File: config.mk
export PLATFORM = sky130hd
export DESIGN_NAME = event_processor_array
export DESIGN_NICKNAME = d
export VERILOG_FILES = /design/src/rtl/event_processor_array_pkg.sv /design/src/rtl/edge_qualifier.sv /design/src/rtl/capture_store.sv /design/src/rtl/event_processor_array.sv
export SDC_FILE = /design/constraint.sdc
export NUM_CORES = 1
export LEC_CHECK = 0
export CAP_MARGIN = 10
export CORE_ASPECT_RATIO = 0.75
export CORE_MARGIN = 5
export CORE_UTILIZATION = 55
export CTS_CLUSTER_DIAMETER = 200
export DETAILED_ROUTE_END_ITERATION = 8
export DONT_BUFFER_PORTS = 1
export GPL_ROUTABILITY_DRIVEN = 0
export PLACE_DENSITY_LB_ADDON = 0.1
export SETUP_SLACK_MARGIN = 0.3
export SKIP_LAST_GASP = 1
export SLEW_MARGIN = 20
export SYNTH_ARGS = -nofsm -noshare
export SYNTH_HDL_FRONTEND = slang
export SYNTH_SLANG_ARGS = --single-unit
export TNS_END_PERCENT = 100
File: constraint.sdc
create_clock -name clk -period 10.3 [get_ports clk]
set_clock_uncertainty 0.15 [all_clocks]
set_input_delay 0.515 -clock clk [delete_from_list [all_inputs] [get_ports clk]]
set_output_delay 0.515 -clock clk [all_outputs]
set_load 0.1 [all_outputs]
File: src/rtl/event_processor_array_pkg.sv
// Constants, register map and carrier types of the capture/compare array.
// Assumes a 32-bit APB register bus and one system clock for all logic.

package event_processor_array_pkg;

  // ==========================================================
  // Sizes
  localparam int NCH        = 4;
  localparam int TW         = 16;
  localparam int DW         = 32;
  localparam int AW         = 8;
  localparam int STABLE_CYC = 2;

  // ==========================================================
  // Register map (byte addresses)
  localparam logic [AW-1:0] ADDR_CTL0   = 8'h00;
  localparam logic [AW-1:0] ADDR_TIME0  = 8'h04;
  localparam logic [AW-1:0] ADDR_PEND   = 8'h20;
  localparam logic [AW-1:0] ADDR_PERIOD = 8'h24;
  localparam logic [AW-1:0] ADDR_STATUS = 8'h28;
  localparam int            CH_LSB      = 3;
  localparam int            CH_MSB      = 4;
  localparam int            REG_SEL_BIT = 2;
  localparam int            ALIGN_MSB   = 1;

  // ==========================================================
  // Field layouts and reset values
  localparam int            PEND_OVR_LSB = 4;
  localparam int            STAT_TV_LSB  = 4;
  localparam int            STAT_PIN_LSB = 8;
  localparam int            CTL_W        = 16;
  localparam logic [15:0]   CTL_WMASK    = 16'h01FF;
  localparam logic [15:0]   CTL_RST      = 16'h0000;
  localparam logic [TW-1:0] PERIOD_RST   = 16'h0000;

  // Pin actions in compare mode
  localparam logic [1:0] ACT_HIGH   = 2'h1;
  localparam logic [1:0] ACT_LOW    = 2'h2;
  localparam logic [1:0] ACT_TOGGLE = 2'h3;

  // Edge select bits in capture mode
  localparam int EDGE_RISE_BIT = 0;
  localparam int EDGE_FALL_BIT = 1;

  // ==========================================================
  // Types
  typedef struct packed {
    logic [6:0] rsvd;
    logic       pair;
    logic       ovr_ie;
    logic       ch_ie;
    logic [1:0] action;
    logic       rearm;
    logic       tmr_sel;
    logic       capture;
    logic       overwrite;
  } chan_ctl_t;

  // Bits are {buffer valid, event time valid}
  typedef enum logic [1:0] {
    CS_EMPTY = 2'b00,
    CS_TIME  = 2'b01,
    CS_BOTH  = 2'b11,
    CS_BUF   = 2'b10
  } cap_state_t;

  typedef enum logic [2:0] {
    RG_NONE,
    RG_CTL,
    RG_TIME,
    RG_PEND,
    RG_PERIOD,
    RG_STATUS
  } reg_region_t;

  typedef struct packed {
    logic [1:0]  chan;
    reg_region_t region;
  } reg_sel_t;

endpackage

File: src/rtl/edge_qualifier.sv
// Qualifies edges on one channel pin for capture.
// Assumes the pin is synchronous to clk; an edge counts only when the
// level was steady STABLE cycles before and after the transition.

`timescale 1ns/1ps

module edge_qualifier
  import event_processor_array_pkg::*;
#(
  parameter int STABLE = STABLE_CYC
)
(
  input  wire logic       clk,
  input  wire logic       sys_rst,
  input  wire logic       pin_in,
  input  wire logic [1:0] edge_sel,
  output logic            edge_valid
);

  localparam int            HW       = 2 * STABLE;
  localparam logic [HW-1:0] RISE_PAT = {{STABLE{1'b0}}, {STABLE{1'b1}}};
  localparam logic [HW-1:0] FALL_PAT = ~RISE_PAT;

  logic [HW-1:0] hist_ff;

  // ==========================================================
  // Pin history, newest sample in bit 0
  always_ff @(posedge clk or posedge sys_rst)
  begin
    if (sys_rst)
      hist_ff <= '0;
    else
      hist_ff <= {hist_ff[HW-2:0], pin_in};
  end

  // Steady-before-and-after pattern match
  always_ff @(posedge clk or posedge sys_rst)
  begin
    if (sys_rst)
      edge_valid <= 1'b0;
    else
      edge_valid <= (edge_sel[EDGE_RISE_BIT] && (hist_ff == RISE_PAT)) ||
                    (edge_sel[EDGE_FALL_BIT] && (hist_ff == FALL_PAT));
  end

endmodule

File: src/rtl/capture_store.sv
// One-entry capture buffer in front of the event-time register.
// Assumes clr, load and cap_edge are single-cycle strobes from the top.

`timescale 1ns/1ps

module capture_store
  import event_processor_array_pkg::*;
(
  input  wire logic          clk,
  input  wire logic          sys_rst,
  input  wire logic          overwrite,
  input  wire logic          cap_edge,
  input  wire logic [TW-1:0] timer_val,
  input  wire logic          clr,
  input  wire logic          load_en,
  input  wire logic [TW-1:0] load_val,
  output logic [TW-1:0]      time_q,
  output cap_state_t         state_q,
  output logic               xfer,
  output logic               ovr
);

  cap_state_t    state_ff;
  cap_state_t    nxt_state;
  logic [TW-1:0] buf_ff;
  logic          buf_ld;

  // ==========================================================
  // Occupancy sequencing
  always_comb
  begin
    nxt_state = state_ff;
    xfer      = 1'b0;
    ovr       = 1'b0;
    buf_ld    = 1'b0;
    case (state_ff)
      CS_EMPTY:
        if (cap_edge)
        begin
          buf_ld    = 1'b1;
          nxt_state = CS_BUF;
        end
      CS_TIME:
        if (cap_edge)
        begin
          buf_ld    = 1'b1;
          nxt_state = clr ? CS_BUF : CS_BOTH;
        end
        else if (clr)
          nxt_state = CS_EMPTY;
      CS_BOTH:
        if (cap_edge)
        begin
          ovr    = 1'b1;
          buf_ld = overwrite;
          // Read coinciding with an overwrite is lost; stays full
          if (clr && !overwrite)
            nxt_state = CS_BUF;
          else
            nxt_state = CS_BOTH;
        end
        else if (clr)
          nxt_state = CS_BUF;
      CS_BUF:
      begin
        xfer = 1'b1;
        if (cap_edge)
        begin
          buf_ld    = 1'b1;
          nxt_state = CS_BOTH;
        end
        else
          nxt_state = CS_TIME;
      end
      default:
        nxt_state = CS_EMPTY;
    endcase
    if (load_en)
      nxt_state = cap_state_t'({nxt_state[1], 1'b1});
  end

  // State register
  always_ff @(posedge clk or posedge sys_rst)
  begin
    if (sys_rst)
      state_ff <= CS_EMPTY;
    else
      state_ff <= nxt_state;
  end

  // Capture buffer, one entry
  always_ff @(posedge clk or posedge sys_rst)
  begin
    if (sys_rst)
      buf_ff <= '0;
    else if (buf_ld)
      buf_ff <= timer_val;
  end

  // Event-time register
  always_ff @(posedge clk or posedge sys_rst)
  begin
    if (sys_rst)
      time_q <= '0;
    else if (load_en)
      time_q <= load_val;
    else if (xfer)
      time_q <= buf_ff;
  end

  assign state_q = state_ff;

endmodule

File: src/rtl/event_processor_array.sv
// Four capture/compare channels with an APB register file.
// Assumes two shared timers arrive as synchronous count values and the
// channel pins are synchronous to clk; all logic runs on clk.

`timescale 1ns/1ps

module event_processor_array
  import event_processor_array_pkg::*;
(
  input  wire logic           clk,
  input  wire logic           sys_rst,
  input  wire logic           psel,
  input  wire logic           penable,
  input  wire logic           pwrite,
  input  wire logic [AW-1:0]  paddr,
  input  wire logic [DW-1:0]  pwdata,
  output logic [DW-1:0]       prdata,
  output logic                pready,
  output logic                pslverr,
  input  wire logic [TW-1:0]  timer_a,
  input  wire logic [TW-1:0]  timer_b,
  input  wire logic [NCH-1:0] pin_in,
  output logic [NCH-1:0]      pin_out,
  output logic [NCH-1:0]      pin_oe,
  output logic [NCH-1:0]      evt_irq,
  output logic [NCH-1:0]      ovr_irq
);

  // ==========================================================
  // Declarations
  chan_ctl_t         ctl_ff [NCH];
  logic [TW-1:0]     period_ff;
  logic [NCH-1:0]    chan_pend_ff;
  logic [NCH-1:0]    ovr_pend_ff;
  logic [NCH-1:0]    match_d_ff;
  logic [NCH-1:0]    pin_ff;
  logic [NCH-1:0]    oe_ff;
  logic [NCH-1:0]    evt_irq_ff;
  logic [NCH-1:0]    ovr_irq_ff;
  logic [DW-1:0]     prdata_ff;
  logic              pready_ff;
  logic              pslverr_ff;

  logic [TW-1:0]     time_q   [NCH];
  cap_state_t        state_q  [NCH];
  logic [NCH-1:0]    xfer;
  logic [NCH-1:0]    ovr;
  logic [NCH-1:0]    cap_edge;
  logic [NCH-1:0]    fire;
  logic [NCH-1:0]    match;
  logic [NCH-1:0]    paired;
  logic [NCH-1:0]    evt_set;
  logic [NCH-1:0]    nxt_pin;
  logic [NCH-1:0]    nxt_oe;
  logic [NCH-1:0]    buf_valid;
  logic [NCH-1:0]    time_valid;
  logic [DW-1:0]     nxt_prdata;

  logic              setup;
  logic              access;
  logic              wr;
  logic              rd;
  reg_sel_t          sel;

  // ==========================================================
  // Functions

  // Map a byte address to register region and channel
  function automatic reg_sel_t decode(input logic [AW-1:0] addr);
    reg_sel_t r;
    r.chan   = addr[CH_MSB:CH_LSB];
    r.region = RG_NONE;
    if (addr[ALIGN_MSB:0] != 2'h0)
      r.region = RG_NONE;
    else if (addr < ADDR_PEND)
      r.region = addr[REG_SEL_BIT] ? RG_TIME : RG_CTL;
    else if (addr == ADDR_PEND)
      r.region = RG_PEND;
    else if (addr == ADDR_PERIOD)
      r.region = RG_PERIOD;
    else if (addr == ADDR_STATUS)
      r.region = RG_STATUS;
    return r;
  endfunction

  // New pin level after a compare action
  function automatic logic apply_action(input logic lvl, input logic [1:0] act);
    case (act)
      ACT_HIGH:   return 1'b1;
      ACT_LOW:    return 1'b0;
      ACT_TOGGLE: return ~lvl;
      default:    return lvl;
    endcase
  endfunction

  // Pin that a channel acts on; paired channels share the even pin
  function automatic int pin_of(input int ch, input logic is_paired);
    return is_paired ? (ch - (ch % 2)) : ch;
  endfunction

  // ==========================================================
  // APB phase decode
  assign setup  = psel && !penable;
  assign access = psel && penable && pready_ff;
  assign wr     = access && pwrite;
  assign rd     = access && !pwrite;
  assign sel    = decode(paddr);

  // ==========================================================
  // Per-channel capture and compare datapath
  for (genvar ch = 0; ch < NCH; ch++)
  begin : g_chan
    logic [TW-1:0] tsel;
    logic          sw_load;
    logic          ts_load;
    logic          rd_clr;
    logic          disarm;
    logic [TW-1:0] ld_val;

    // Pairing bit lives on the odd channel of each pair
    assign paired[ch] = ctl_ff[ch | 1].pair;

    assign tsel = ctl_ff[ch].tmr_sel ? timer_b : timer_a;

    // Match is taken once per equality episode
    assign match[ch] = !ctl_ff[ch].capture && time_valid[ch] &&
                       (tsel == time_q[ch]);
    assign fire[ch]  = match[ch] && !match_d_ff[ch];

    // Software write of a new event time arms the channel
    assign sw_load = wr && (sel.region == RG_TIME) && (sel.chan == ch);
    // Remapped pair: move event time on by one period
    assign ts_load = fire[ch] && paired[ch];
    assign ld_val  = sw_load ? pwdata[TW-1:0] :
                     TW'(time_q[ch] + period_ff);
    // Read of the event time frees the slot in capture mode
    assign rd_clr  = rd && (sel.region == RG_TIME) && (sel.chan == ch) &&
                     ctl_ff[ch].capture;
    // One-shot compare disarms until the next write
    assign disarm  = fire[ch] && !ctl_ff[ch].rearm && !paired[ch];

    edge_qualifier #(
      .STABLE (STABLE_CYC)
    ) u_edge (
      .clk        (clk),
      .sys_rst    (sys_rst),
      .pin_in     (pin_in[ch]),
      .edge_sel   (ctl_ff[ch].action),
      .edge_valid (cap_edge[ch])
    );

    capture_store u_store (
      .clk       (clk),
      .sys_rst   (sys_rst),
      .overwrite (ctl_ff[ch].overwrite),
      .cap_edge  (cap_edge[ch] && ctl_ff[ch].capture),
      .timer_val (tsel),
      .clr       (rd_clr || disarm),
      .load_en   (sw_load || ts_load),
      .load_val  (ld_val),
      .time_q    (time_q[ch]),
      .state_q   (state_q[ch]),
      .xfer      (xfer[ch]),
      .ovr       (ovr[ch])
    );

    assign buf_valid[ch]  = state_q[ch][1];
    assign time_valid[ch] = state_q[ch][0];
    // Channel event: buffer transfer in capture, match in compare
    assign evt_set[ch]    = ctl_ff[ch].capture ? xfer[ch] : fire[ch];

    // Control register per channel
    always_ff @(posedge clk or posedge sys_rst)
    begin
      if (sys_rst)
        ctl_ff[ch] <= chan_ctl_t'(CTL_RST);
      else if (wr && (sel.region == RG_CTL) && (sel.chan == ch))
        ctl_ff[ch] <= chan_ctl_t'(pwdata[CTL_W-1:0] & CTL_WMASK);
    end
  end

  // ==========================================================
  // Match history for single-shot detection per equality
  always_ff @(posedge clk or posedge sys_rst)
  begin
    if (sys_rst)
      match_d_ff <= '0;
    else
      match_d_ff <= match;
  end

  // ==========================================================
  // Pin actions and output enables
  always_comb
  begin
    nxt_pin = pin_ff;
    nxt_oe  = '0;
    for (int ch = 0; ch < NCH; ch++)
    begin
      if (fire[ch])
        nxt_pin[pin_of(ch, paired[ch])] =
          apply_action(nxt_pin[pin_of(ch, paired[ch])], ctl_ff[ch].action);
      // Odd channel of a pair drives through the even pin
      nxt_oe[ch] = !ctl_ff[ch].capture && !(paired[ch] && (ch % 2 == 1));
    end
  end

  // Pin level and enable registers
  always_ff @(posedge clk or posedge sys_rst)
  begin
    if (sys_rst)
    begin
      pin_ff <= '0;
      oe_ff  <= '0;
    end
    else
    begin
      pin_ff <= nxt_pin;
      oe_ff  <= nxt_oe;
    end
  end

  // ==========================================================
  // Pending flags, write one to clear, set wins
  always_ff @(posedge clk or posedge sys_rst)
  begin
    if (sys_rst)
    begin
      chan_pend_ff <= '0;
      ovr_pend_ff  <= '0;
    end
    else if (wr && (sel.region == RG_PEND))
    begin
      chan_pend_ff <= (chan_pend_ff & ~pwdata[NCH-1:0]) | evt_set;
      ovr_pend_ff  <= (ovr_pend_ff & ~pwdata[PEND_OVR_LSB +: NCH]) | ovr;
    end
    else
    begin
      chan_pend_ff <= chan_pend_ff | evt_set;
      ovr_pend_ff  <= ovr_pend_ff | ovr;
    end
  end

  // Interrupt strobes gated by the channel enables
  always_ff @(posedge clk or posedge sys_rst)
  begin
    if (sys_rst)
    begin
      evt_irq_ff <= '0;
      ovr_irq_ff <= '0;
    end
    else
    begin
      for (int ch = 0; ch < NCH; ch++)
      begin
        evt_irq_ff[ch] <= evt_set[ch] && ctl_ff[ch].ch_ie;
        ovr_irq_ff[ch] <= ovr[ch] && ctl_ff[ch].ovr_ie;
      end
    end
  end

  // ==========================================================
  // Period constant for remapped pairs
  always_ff @(posedge clk or posedge sys_rst)
  begin
    if (sys_rst)
      period_ff <= PERIOD_RST;
    else if (wr && (sel.region == RG_PERIOD))
      period_ff <= pwdata[TW-1:0];
  end

  // ==========================================================
  // Read data mux
  always_comb
  begin
    nxt_prdata = '0;
    case (sel.region)
      RG_CTL:    nxt_prdata[CTL_W-1:0] = ctl_ff[sel.chan];
      RG_TIME:   nxt_prdata[TW-1:0] = time_q[sel.chan];
      RG_PEND:
      begin
        nxt_prdata[NCH-1:0] = chan_pend_ff;
        nxt_prdata[PEND_OVR_LSB +: NCH] = ovr_pend_ff;
      end
      RG_PERIOD: nxt_prdata[TW-1:0] = period_ff;
      RG_STATUS:
      begin
        nxt_prdata[NCH-1:0] = buf_valid;
        nxt_prdata[STAT_TV_LSB +: NCH] = time_valid;
        nxt_prdata[STAT_PIN_LSB +: NCH] = pin_ff;
      end
      default:   nxt_prdata = '0;
    endcase
  end

  // APB answer: ready in the first access cycle, data taken at setup
  always_ff @(posedge clk or posedge sys_rst)
  begin
    if (sys_rst)
    begin
      pready_ff  <= 1'b0;
      pslverr_ff <= 1'b0;
      prdata_ff  <= '0;
    end
    else
    begin
      pready_ff  <= setup;
      pslverr_ff <= setup && (sel.region == RG_NONE);
      if (setup && !pwrite)
        prdata_ff <= nxt_prdata;
    end
  end

  // ==========================================================
  // Outputs
  assign prdata  = prdata_ff;
  assign pready  = pready_ff;
  assign pslverr = pslverr_ff;
  assign pin_out = pin_ff;
  assign pin_oe  = oe_ff;
  assign evt_irq = evt_irq_ff;
  assign ovr_irq = ovr_irq_ff;

endmodule

; ---- Word level (Yosys, flattened, before mapping)
; Index checks and enable logic that the tools add are counted.
[op_classes]
n_reduce_logical = 131
muxes = 121
n_bitwise = 13
n_lt_le_gt_ge = 6
add_sub_neg = 4
n_eq_ne = 59
[ops]
columns = operator, count
row1 = 16-bit two-way mux, 20
row2 = 1-bit logical AND, 80
row3 = 16-bit adder, 4
row4 = 16-bit binary-select mux with 2-bit select, 2
row5 = 16-bit equality test, 4
row6 = 2-bit two-way mux, 25
row7 = 1-bit two-way mux, 43
row8 = 8-bit case mux with 5 select lines, 1
row9 = "2-bit equality test, second input constant", 18
row10 = "4-bit by 1-bit inequality test with 1-bit output, second input constant", 8
row11 = 2-bit case mux with 4 select lines, 4
row12 = "8-bit by 6-bit equality test with 1-bit output, second input constant", 3
row13 = 1-bit zero test, 20
row14 = "2-bit by 1-bit equality test with 1-bit output, second input constant", 9
row15 = 3-bit two-way mux, 6
row16 = "4-bit by 2-bit equality test with 1-bit output, second input constant", 4
row17 = "4-bit equality test, second input constant", 4
row18 = 4-bit two-way mux, 4
row19 = 4-bit bitwise OR, 4
row20 = 4-bit case mux with 4 select lines, 1
row21 = 1-bit logical OR, 12
row22 = "3-bit by 1-bit inequality test with 1-bit output, second input constant", 4
row23 = 1-bit case mux with 3 select lines, 4
row24 = 4-bit case mux with 3 select lines, 1
row25 = 22 further kinds, 49
[totals]
input_bits = 81
register_bits = 254
output_inout_bits = 50

; ---- Logic depth before layout (Yosys ltp)
; Gate-level depths: netlist of the first run.
[depth]
depth_word = 24
mapped_depth = 12
ltp_nobuf = 11

; ---- Modules after synthesis
; Synthesis of the first run repeated with hierarchy kept, for this count alone.
[unflattened]
cells_unflattened = 1891
area_unflattened_um2 = 18709.2
[by_module_without_submodules]
columns = module, area_per_inst_um2, instances, cells_per_inst, seq_area_each_um2
row1 = event_processor_array, 9910.8, 1, 1095, 2452.4
row2 = capture_store, 2040.7, 4, 190, 850.8
row3 = edge_qualifier, 158.9, 4, 9, 125.1

; ---- Worst setup path after synthesis of the first run
; OpenSTA, ideal clock, no wires.
[synth_timing]
path_kind = register -> register
start = register ctl_ff[50] in the netlist's numbering
end = register g_chan[0].u_store.time_q[14]
path_slack_ns = 7.408
n_path_buf = 2
arrival_time_ns = 2.596
path_stages_with_launch = 11
setup_time_ns = 0.146
path_cell_list = dfrtp_1 -> buf_6 -> mux2i_1 -> or4b_1 -> a2111oi_2 -> nand4_1 -> or3_1 -> buf_2 -> or3_1 -> mux2i_1 -> a311oi_1
[synth_via]
elab_chain_cells = 7
word_cells_on_any_way = 8
[synth_rtl]
columns = item, line_no
row1 = "start, declared", event_processor_array.sv:31  ; chan_ctl_t ctl_ff [NCH];
row2 = "start signal, assigned by index", event_processor_array.sv:176  ; ctl_ff[ch] <= chan_ctl_t'(CTL_RST);
row3 = "start signal, assigned by index", event_processor_array.sv:178  ; ctl_ff[ch] <= chan_ctl_t'(pwdata[CTL_W-1:0] & CTL_WMASK);
row4 = 16-bit two-way mux *, event_processor_array.sv:123  ; assign tsel = ctl_ff[ch].tmr_sel ? timer_b : timer_a;
row5 = 16-bit equality test *, event_processor_array.sv:127  ; (tsel == time_q[ch]);
row6 = 1-bit logical AND *, event_processor_array.sv:126  ; assign match[ch] = !ctl_ff[ch].capture && time_valid[ch] &&
row7 = 1-bit logical AND *, event_processor_array.sv:128  ; assign fire[ch] = match[ch] && !match_d_ff[ch];
row8 = 1-bit logical AND *, event_processor_array.sv:133  ; assign ts_load = fire[ch] && paired[ch];
row9 = 1-bit logical OR *, event_processor_array.sv:159  ; .load_en (sw_load || ts_load),
row10 = 16-bit two-way mux / 2-bit nonzero test (equally long branches), --
row11 = "end signal, assigned", capture_store.sv:106  ; time_q <= load_val;
row12 = "end signal, assigned", capture_store.sv:108  ; time_q <= buf_ff;
row13 = "end, declared", capture_store.sv:17  ; output logic [TW-1:0] time_q,
; Every way passes the cells marked *; elsewhere a longest branch is shown, timed or not.
; A chain may end at the register's enable or synchronous reset.

; ---- Worst setup path in the final report of the first run
[layout_timing]
start = register ctl_ff[34] in the netlist's numbering
end = register g_chan[1].u_store.time_q[1]
[layout_via]
elab_chain_cells = 7
word_cells_on_any_way = 8
[layout_rtl]
columns = item, line_no
row1 = 16-bit two-way mux *, event_processor_array.sv:123
row2 = 16-bit equality test *, event_processor_array.sv:127
row3 = 1-bit logical AND *, event_processor_array.sv:126
row4 = 1-bit logical AND *, event_processor_array.sv:128
row5 = 1-bit logical AND *, event_processor_array.sv:133
row6 = 1-bit logical OR *, event_processor_array.sv:159
row7 = 16-bit two-way mux / 2-bit nonzero test (equally long branches), --
row8 = "end signal, assigned", capture_store.sv:106
row9 = "end signal, assigned", capture_store.sv:108
row10 = "end, declared", capture_store.sv:17
; Marked as above.

==> flow_summary.ini, run 1 <==
[critical_path]
cp_data_required_time_ns = 10.60
endpoint_kind = register
r2r-start = ctl_ff[34]
critPathMaxFanout = 22
r2r_setup_slack_ns = 6.08
reg2reg_depth = 8
cp-start-kind = register
r2r_end = g_chan[1].u_store.time_q[1]
worstPathArrival_ns = 4.52
crit_type = reg2reg

[sta]
grt_setup_unrepaired = false
min_period_over_period = 0.409
slew-limit-headroom = 0.220
hold_violations = 0
drv_slew = 0
setup_tns_ns = 0
fmax_ghz = 0.237
setup_violations = 0
finalCriticalPeriod_ns = 4.22
worst_pin_slew_ns = 1.16

[yosys]
synth-xor-area-share = 0.0624
syn_avg_cell_area_um2 = 9.72
synth_edf_count = 0
yosys.area_share.adder = 0.0533
synthMuxAreaShare = 0.131
postSynthCellCount = 1604
yosys.area_share.simple = 0.148
synth_compound_area_frac = 0.161
ys_seq_area_frac = 0.408
ys_warn_count = 0
ys.flop_type = dfrtp_1
synth_seq_cells = 254
synth_cell_types = 68
synth_top_family_by_area = compound AO/OA/AOI/OAI gates
async_reset_ff_frac = 1.00
syn_area_um2 = 15600

[global_route]
grt_overflow = 0
grt_pass1_wl_mm = 79.4
antenna_found_initial = 2
grtUsageTotal = 0.332
grt_pass1_vias = 12100
grt_max_degree = 131

[finish]
final_layout_size_suffix_gt1_frac = 0.0988
nets = 1734
fillers = 2398
postLayoutCellArea_um2 = 17000
layout_common_cells = dfrtp_1, nand2_1, o21ai_0
areaGrowthSynthToFinish_pct = 9.13
layout_commonest_cell = dfrtp_1

[cts]
clk_latency_ns = 0.55
cts_buffers = 27
post_cts_buffers = 0
clkTransAtPathRegs_ns = 0.06
cts_max_path_buffers = 3
cts_tree = done
root_buffer = clkbuf_16
htreeDepth = 1
cts_sinks = 254

[floorplanning]
pin_count = 131
start_util = 0.557
core-area_um2 = 28000
die_h_um = 156
die_w_um = 204
die_area_um2 = 31800
rows = 53

[route]
drt_iter0_markers = 1392
drc_errors = 0
via_count = 13200
wire_per_inst_um = 27.0
drt_pass1_iterations = 5
viasPerCell = 6.60
ant_nets = 0
wl_mm = 53.9

[pwr]
powerDensity_nw_per_um2 = 128
p_leak_uw = 0.00743
vdd_drop_max_mv = 0.140

[status]
run_status = finished, final reports clean

[hold_path]
hold_class = in2reg
hold_end = pslverr
min_from = paddr[5]
hold-path-cell-count = 2

[placed_design]
dpl_cell_area_um2 = 15800
io_buffers = 0
dpl.hpwl_mm = 39.2

[job]
drv_cap = 0
==> what timing repair did <==
action,CTS,global route
resized for setup,0,0
hold buffers,23,0
setup endpoints to repair,0,0
hold endpoints to repair,230,0
==> critical path: stages, from the launching register on <==
cell     delay (ns)
dfrtp_1        0.95
mux2i_1        0.36
xnor2_1        0.12
nor4_1         0.60
nand3_1        0.28
or4_1          0.85
nand3_1        0.49
o22ai_1        0.15
a21oi_1        0.16
==> cell usage after synthesis, types with 37 or more instances <==
| cell | instances | share of area |
|---|---|---|
| dfrtp_1 | 254 | 0.41 |
| nand2_1 | 191 | 0.046 |
| o21ai_0 | 130 | 0.042 |
| xnor2_1 | 96 | 0.054 |
| nor2_1 | 86 | 0.021 |
| mux2i_1 | 85 | 0.055 |
| a21oi_1 | 77 | 0.025 |
| ha_1 | 60 | 0.048 |
| clkbuf_1 | 56 | 0.013 |
| mux2_2 | 56 | 0.040 |
| o22ai_1 | 43 | 0.017 |
| nor3_1 | 37 | 0.012 |
==> power breakdown <==
group	internal, uW	leakage, uW	total (uW)	switching (uW)
clock network	605	0.000451	1040	431
registers	1000	0.00304	1020	14.0
logic	36.4	0.00393	131	94.1
==> worst max-delay path by stage <==
stage | startpoint | to | cells after the start
2_1_floorplan | sys_rst | chan_pend_ff[0] | 1
4_1_cts | ctl_ff[34] | g_chan[1].u_store.time_q[1] | 8
3_5_place_dp | ctl_ff[34] | g_chan[1].u_store.time_q[4] | 8
3_3_place_gp | ctl_ff[34] | g_chan[1].u_store.time_q[9] | 7
6_report | ctl_ff[34] | g_chan[1].u_store.time_q[1] | 8
5_1_grt | ctl_ff[34] | g_chan[1].u_store.time_q[2] | 8
==> stage by stage <==
| step | util | worst slack, ns | hold WS (ns) | total power, uW | cells |
|---|---|---|---|---|---|
| floorplan | - | 2.65 | 0.225 | 1140 | 1619 |
| global placement | 0.565 | 6.22 | 0.231 | 1150 | 1922 |
| detailed placement | 0.565 | 6.20 | 0.238 | 1150 | 1922 |
| CTS | 0.606 | 6.15 | 0.00386 | 2190 | 1994 |
| global route | 0.608 | 5.85 | 0.0230 | 2230 | 1995 |
| finish | 0.608 | 6.08 | 0.0199 | 2180 | 1997 |
==> state kept, by name, indices dropped and copies added, names as in the netlist, 8 cells and up <==
signal	cells
period_ff	16
g_chan.u_edge.hist_ff	16
g_chan.u_store.state_q	8
g_chan.u_store.buf_ff	64
g_chan.u_store.time_q	64
ctl_ff	36
prdata	16
==> metal layers <==
layer / GRT usage / routed length [um] / share of wire
met5: 0 / 0 / 0
met4: 0.103 / 2030 / 0.038
met1: 0.507 / 22900 / 0.42
met3: 0.101 / 7510 / 0.14
met2: 0.452 / 21500 / 0.40
==> cell families after synthesis <==
family,after synthesis
compound gates,399
xor+xnor,111
fa+ha+maj,64
buf+inv,126
flops,254
mux,166
other cells,1
simple gates,483
==> area by class of cell <==
type | instances | area, um2 | share of cell area
well taps | 385 | 482 | 0.0283
repair buffers | 38 | 343 | 0.0202
clock inverters | 14 | 158 | 0.00927
clock buffers | 35 | 776 | 0.0456
diodes | 3 | 7.51 | 0.000441
flip-flops and latches | 254 | 6360 | 0.374
inverters | 29 | 116 | 0.00684
multi-input cells | 1239 | 8770 | 0.516
Power figures use the tool's default switching activity.
==> inputs of run 2 (changes only) <==
==> constraint.sdc (replaced) <==
create_clock -name clk -period 3.95 [get_ports clk]
set_clock_uncertainty 0.15 [all_clocks]
set_input_delay 0.1975 -clock clk [delete_from_list [all_inputs] [get_ports clk]]
set_output_delay 0.1975 -clock clk [all_outputs]
set_load 0.1 [all_outputs]
==> flow_summary.ini, run 2 (synthesized netlist as in run 1, its figures left out) <==
[status]
run_status = finished, final reports clean

[floorplanning]
pin_count = 131
start_util = 0.557
rows = 53
die_h_um = 156
die_area_um2 = 31800
die_w_um = 204
core-area_um2 = 28000

[critical_path]
r2r-start = ctl_ff[50]
path_cells = buf_4, mux2i_1, xnor2_1, nor4_1, nand4_1, or3_1, buf_4, mux2_2, o21ai_1
cp-start-kind = register
slowest_stage = dfrtp_1
endpoint_kind = register
r2r_setup_slack_ns = 0.40
crit_type = reg2reg
critPathMostFrequentCell = buf_4
cpPeakStageDelay_ns = 0.58
cp_top_family = simple AND/OR/NAND/NOR gates
critPathMaxFanout = 10
cp.buffers_inverters = 2
cp_data_required_time_ns = 4.27
critPathLaunch = ctl_ff[50]
worstPathArrival_ns = 3.88

[sta]
hold_violations = 0
grt_setup_unrepaired = true
setup_violations = 0
min_period_over_period = 0.899
setup_tns_ns = 0
finalCriticalPeriod_ns = 3.55
drv_slew = 0
worst_pin_slew_ns = 1.11
slew-limit-headroom = 0.258
fmax_ghz = 0.282

[route]
drc_errors = 0
wl_mm = 54.7
ant_nets = 0
wire_per_inst_um = 26.4
drt_pass1_iterations = 7
drt_iter0_markers = 1420
viasPerCell = 6.54
via_count = 13600

[pwr]
p_leak_uw = 0.00781
vdd_drop_max_mv = 0.339
powerDensity_nw_per_um2 = 335

[hold_path]
hold_class = in2reg
min_from = timer_b[4]

[placed_design]
io_buffers = 0
dpl.hpwl_mm = 40.3
placed_cells = 1942

[cts]
cts_max_path_buffers = 3
cts_sinks = 254
clkTransAtPathRegs_ns = 0.06
htreeDepth = 1
clk_latency_ns = 0.55
cts_buffers = 28
root_buffer = clkbuf_16
post_cts_buffers = 0
cts_tree = done

[finish]
areaGrowthSynthToFinish_pct = 14.4
final_layout_size_suffix_gt1_frac = 0.107
fin_cells = 2076
nets = 1811
layout_common_cells = dfrtp_1, nand2_1, o21ai_0
reg_top3 = g_chan.u_store.buf_ff x64, g_chan.u_store.time_q x64, ctl_ff x36
layout_commonest_cell = dfrtp_1

[global_route]
grtUsageTotal = 0.342
grt_overflow = 0
grt_pass1_wl_mm = 82.4
antenna_found_initial = 5
grt_max_degree = 146
grt_pass1_vias = 13000

[job]
drv_cap = 0
## run 2: worst paths after layout
kind	cells past startpoint	endpoint
setup / recovery	9	g_chan[0].u_store.time_q[1]
hold / removal	5	match_d_ff[1]
max in group asynchronous	3	ctl_ff[21]
setup reg to reg	9	g_chan[0].u_store.time_q[1]
hold reg to reg	0	g_chan[3].u_edge.hist_ff[2]
min in group asynchronous	3	g_chan[0].u_store.buf_ff[14]
## run 2: tightest hold or removal path, stage by stage
cell	delay (ns)
mux2i_1	0.09
xnor2_1	0.16
nor4_1	0.05
nand3_1	0.12
nor2_1	0.05
## run 2: layout make-up
class,instances,area (um2)
Inverter,29,113
Multi-Input combinational cell,1239,8770
Sequential cell,254,6360
Clock buffer,38,830
Clock inverter,11,184
Timing Repair Buffer,114,1080
Fill cell,2287,10200
Tap cell,385,482
Antenna cell,6,15.0
## run 2: timing repair
action,in CTS,in global routing
gates resized for setup,0,4
hold buffers,79,0
setup endpoints to repair,0,16
endpoints found under the hold margin,466,0
## run 2: through the flow
stage                      util  worst slack, ns  area, um2  hold WS [ns]  total power [uW]
final                     0.637            0.398      17800       0.00671              5980
after global routing      0.637            0.285      17800        0.0443              6130
after CTS                 0.635            0.379      17800      0.000852              5980
after detailed placement  0.571            0.471      16000        0.0790              3000
after global placement    0.571            0.504      16000        0.0790              3000
after floorplan               -            0.259      15600        0.0789              2960
## run 2: metal layers
layer / global-route usage / part of all wire
met1: 0.510 / 0.43
met2: 0.483 / 0.41
met3: 0.0877 / 0.12
met4: 0.122 / 0.041
met5: 0 / 0
## run 2: report_power, final
part           switching, uW  total [uW]  internal [uW]  leakage [uW]
clock network           1110        2900           1790      0.000505
registers               31.8        2650           2620       0.00304
logic                    296         432            135       0.00427
==> inputs of run 3 (changes only) <==
--- a/config.mk
+++ b/config.mk
@@ -5,6 +5,7 @@
 export SDC_FILE = /design/constraint.sdc
 export NUM_CORES = 1
 export LEC_CHECK = 0
+export ABC_AREA = 1
 export CAP_MARGIN = 10
 export CORE_ASPECT_RATIO = 0.75
 export CORE_MARGIN = 5
==> flow_summary.ini, run 3 <==
[finish]
areaGrowthSynthToFinish_pct = 11.6
nets = 2785
layout_commonest_cell = nand2_1
final-seq-area_um2 = 6360
fillers = 2995
reg_top3 = g_chan.u_store.buf_ff x64, g_chan.u_store.time_q x64, ctl_ff x36
multi_input_area_um2 = 9900
final_layout_size_suffix_gt1_frac = 0.0613
layout_common_cells = nand2_1, inv_1, dfrtp_1

[floorplanning]
rows = 57
die_h_um = 166
start_util = 0.553
core-area_um2 = 32200
die_area_um2 = 36100
pin_count = 131
die_w_um = 218

[global_route]
grt_overflow = 0
grt_pass1_wl_mm = 110
grt_max_degree = 116
grt_pass1_vias = 17500
grtUsageTotal = 0.401
antenna_found_initial = 5

[yosys]
synth_top_area_share = 0.357
async_reset_ff_frac = 1.00
synth_seq_cells = 254
yosysMostFrequentCell = nand2_1
yosys-top-cells-count = nand2_1, inv_1, dfrtp_1
yosys-top-cells-area = dfrtp_1, nand2_1, o21ai_0
ys_seq_area_frac = 0.357
synth_top_family_by_area = simple AND/OR/NAND/NOR gates
ys_warn_count = 0
synthMuxAreaShare = 0.00822
synth_area_leader_cell = dfrtp_1
synth_cell_types = 62
yosys.area_share.simple = 0.322
syn_area_um2 = 17800
yosys.area_share.adder = 0.0467
synth_edf_count = 0
synth-xor-area-share = 0.0255
ys.flop_type = dfrtp_1
synth_compound_area_frac = 0.151
syn_avg_cell_area_um2 = 6.91
postSynthCellCount = 2577

[critical_path]
critPathMaxFanout = 28
endpoint_kind = register
cp_data_required_time_ns = 4.24
worstPathArrival_ns = 3.64
cp-start-kind = register
reg2reg_depth = 10
crit_type = reg2reg

[pwr]
p_int_uw = 4260
power.switching_uw = 1750
pwr-share-comb = 0.096
p_leak_uw = 0.00975
switching_share = 0.291
powerDensity_nw_per_um2 = 303
clkPwrFrac = 0.451
seqPwrFrac = 0.453
vdd_drop_max_mv = 0.288

[sta]
fmax_ghz = 0.299
setup_tns_ns = 0
grt_setup_unrepaired = false
worst_pin_slew_ns = 1.13
min_period_over_period = 0.847
setup_violations = 0
drv_slew = 0
holdWs_ns = 0.00881
hold_violations = 0
finalCriticalPeriod_ns = 3.34
slew-limit-headroom = 0.248

[cts]
cts_max_path_buffers = 3
cts_tree = done
root_buffer = clkbuf_16
post_cts_buffers = 0
cts_buffers = 27
cts_sinks = 254
clk_latency_ns = 0.60
htreeDepth = 1
clkTransAtPathRegs_ns = 0.07

[hold_path]
hold_class = in2reg
hold-path-cell-count = 1

[job]
drv_cap = 0

[route]
drc_errors = 0
wl_mm = 74.8
viasPerCell = 6.18
drt_iter0_markers = 3061
ant_nets = 0
wire_per_inst_um = 24.1
via_count = 19200
drt_pass1_iterations = 8

[placed_design]
dpl.hpwl_mm = 54.1
io_buffers = 0

[status]
run_status = finished, final reports clean
[run 3: cell count changes in the layout (fill, tap and decap cells not counted), moves of 23 or more]
cell / delta
a22oi_1: -23
inv_1: +226
xnor2_1: -84
o21ai_0: +101
mux2_2: -43
mux4_2: -25
nand2_1: +723
nor2_1: +42
nand4_1: +33
xor2_1: +23
o21ai_1: +57
nor4_1: -25
nand3_1: +139
mux2i_1: -84
[run 3: final timing paths]
kind	start	endpoint	slack [ns]
max	pready	g_chan[0].u_store.time_q[4]	0.61
max in group asynchronous	sys_rst	period_ff[12]	2.87
min in group asynchronous	sys_rst	g_chan[1].u_edge.hist_ff[3]	0.10
min	pin_in[0]	g_chan[0].u_edge.hist_ff[0]	0.009
max reg2reg	pready	g_chan[0].u_store.time_q[4]	0.61
min reg2reg	g_chan[0].u_edge.hist_ff[2]	g_chan[0].u_edge.hist_ff[3]	0.25
[run 3: metal layers]
metal / vias up / global-route usage / share of wire
met1: 8910 / 0.548 / 0.38
met5: - / 0 / 0.0016
met2: 1433 / 0.526 / 0.38
li1: 8554 / - / -
met4: 6 / 0.219 / 0.074
met3: 311 / 0.184 / 0.17
[run 3: repair_timing]
item / CTS / global route
hold endpoints to repair: 405 / 0
hold buffers: 78 / 0
gates resized for setup: 0 / 2
endpoints found under the setup margin: 0 / 30
[run 3: critical path: stages (launching register included)]
cell and delay (ns):
dfrtp_1 0.32, buf_4 0.28, nand3_1 0.17, nor2_1 0.38, nand2_4 0.23, nor2_4 0.41, inv_2 0.32, o21ai_2 0.17
nor2_2 0.16, inv_2 0.43, o21ai_0 0.15
[run 3: power groups by stage]
stage	combinational [uW]	sequential, uW	clock, uW
CTS	549	2720	2720
global route	604	2720	2830
global placement	450	2770	0
floorplan	331	2760	0
finish	578	2720	2720
detailed placement	454	2770	0
[run 3: cell type report]
cell class | instances | area share
clock inverter | 16 | 0.00869
tap | 442 | 0.0278
antenna | 5 | 0.000630
multi-input combinational | 1972 | 0.498
sequential | 254 | 0.320
timing repair buffer | 115 | 0.0552
inverter | 270 | 0.0513
clock buffer | 34 | 0.0379
[run 3: through the flow]
step / instances / utilization / setup slack [ns] / power, uW / area, um2
2_1_floorplan: 2592 / - / 0.259 / 3090 / 17900
3_3_place_gp: 2975 / 0.564 / 0.588 / 3220 / 18100
3_5_place_dp: 2975 / 0.564 / 0.533 / 3220 / 18100
4_1_cts: 3103 / 0.617 / 0.487 / 5990 / 19800
5_1_grt: 3104 / 0.617 / 0.475 / 6160 / 19900
6_report: 3108 / 0.618 / 0.605 / 6010 / 19900
[run 3: cell families after synthesis]
family	after synthesis
xor gates and xnor gates	51
muxes	13
other	1
AOI/OAI and AO/OA	481
adders and majority gates	64
and+or+nand+nor	1347
buffers and inverters	366
DFF	254
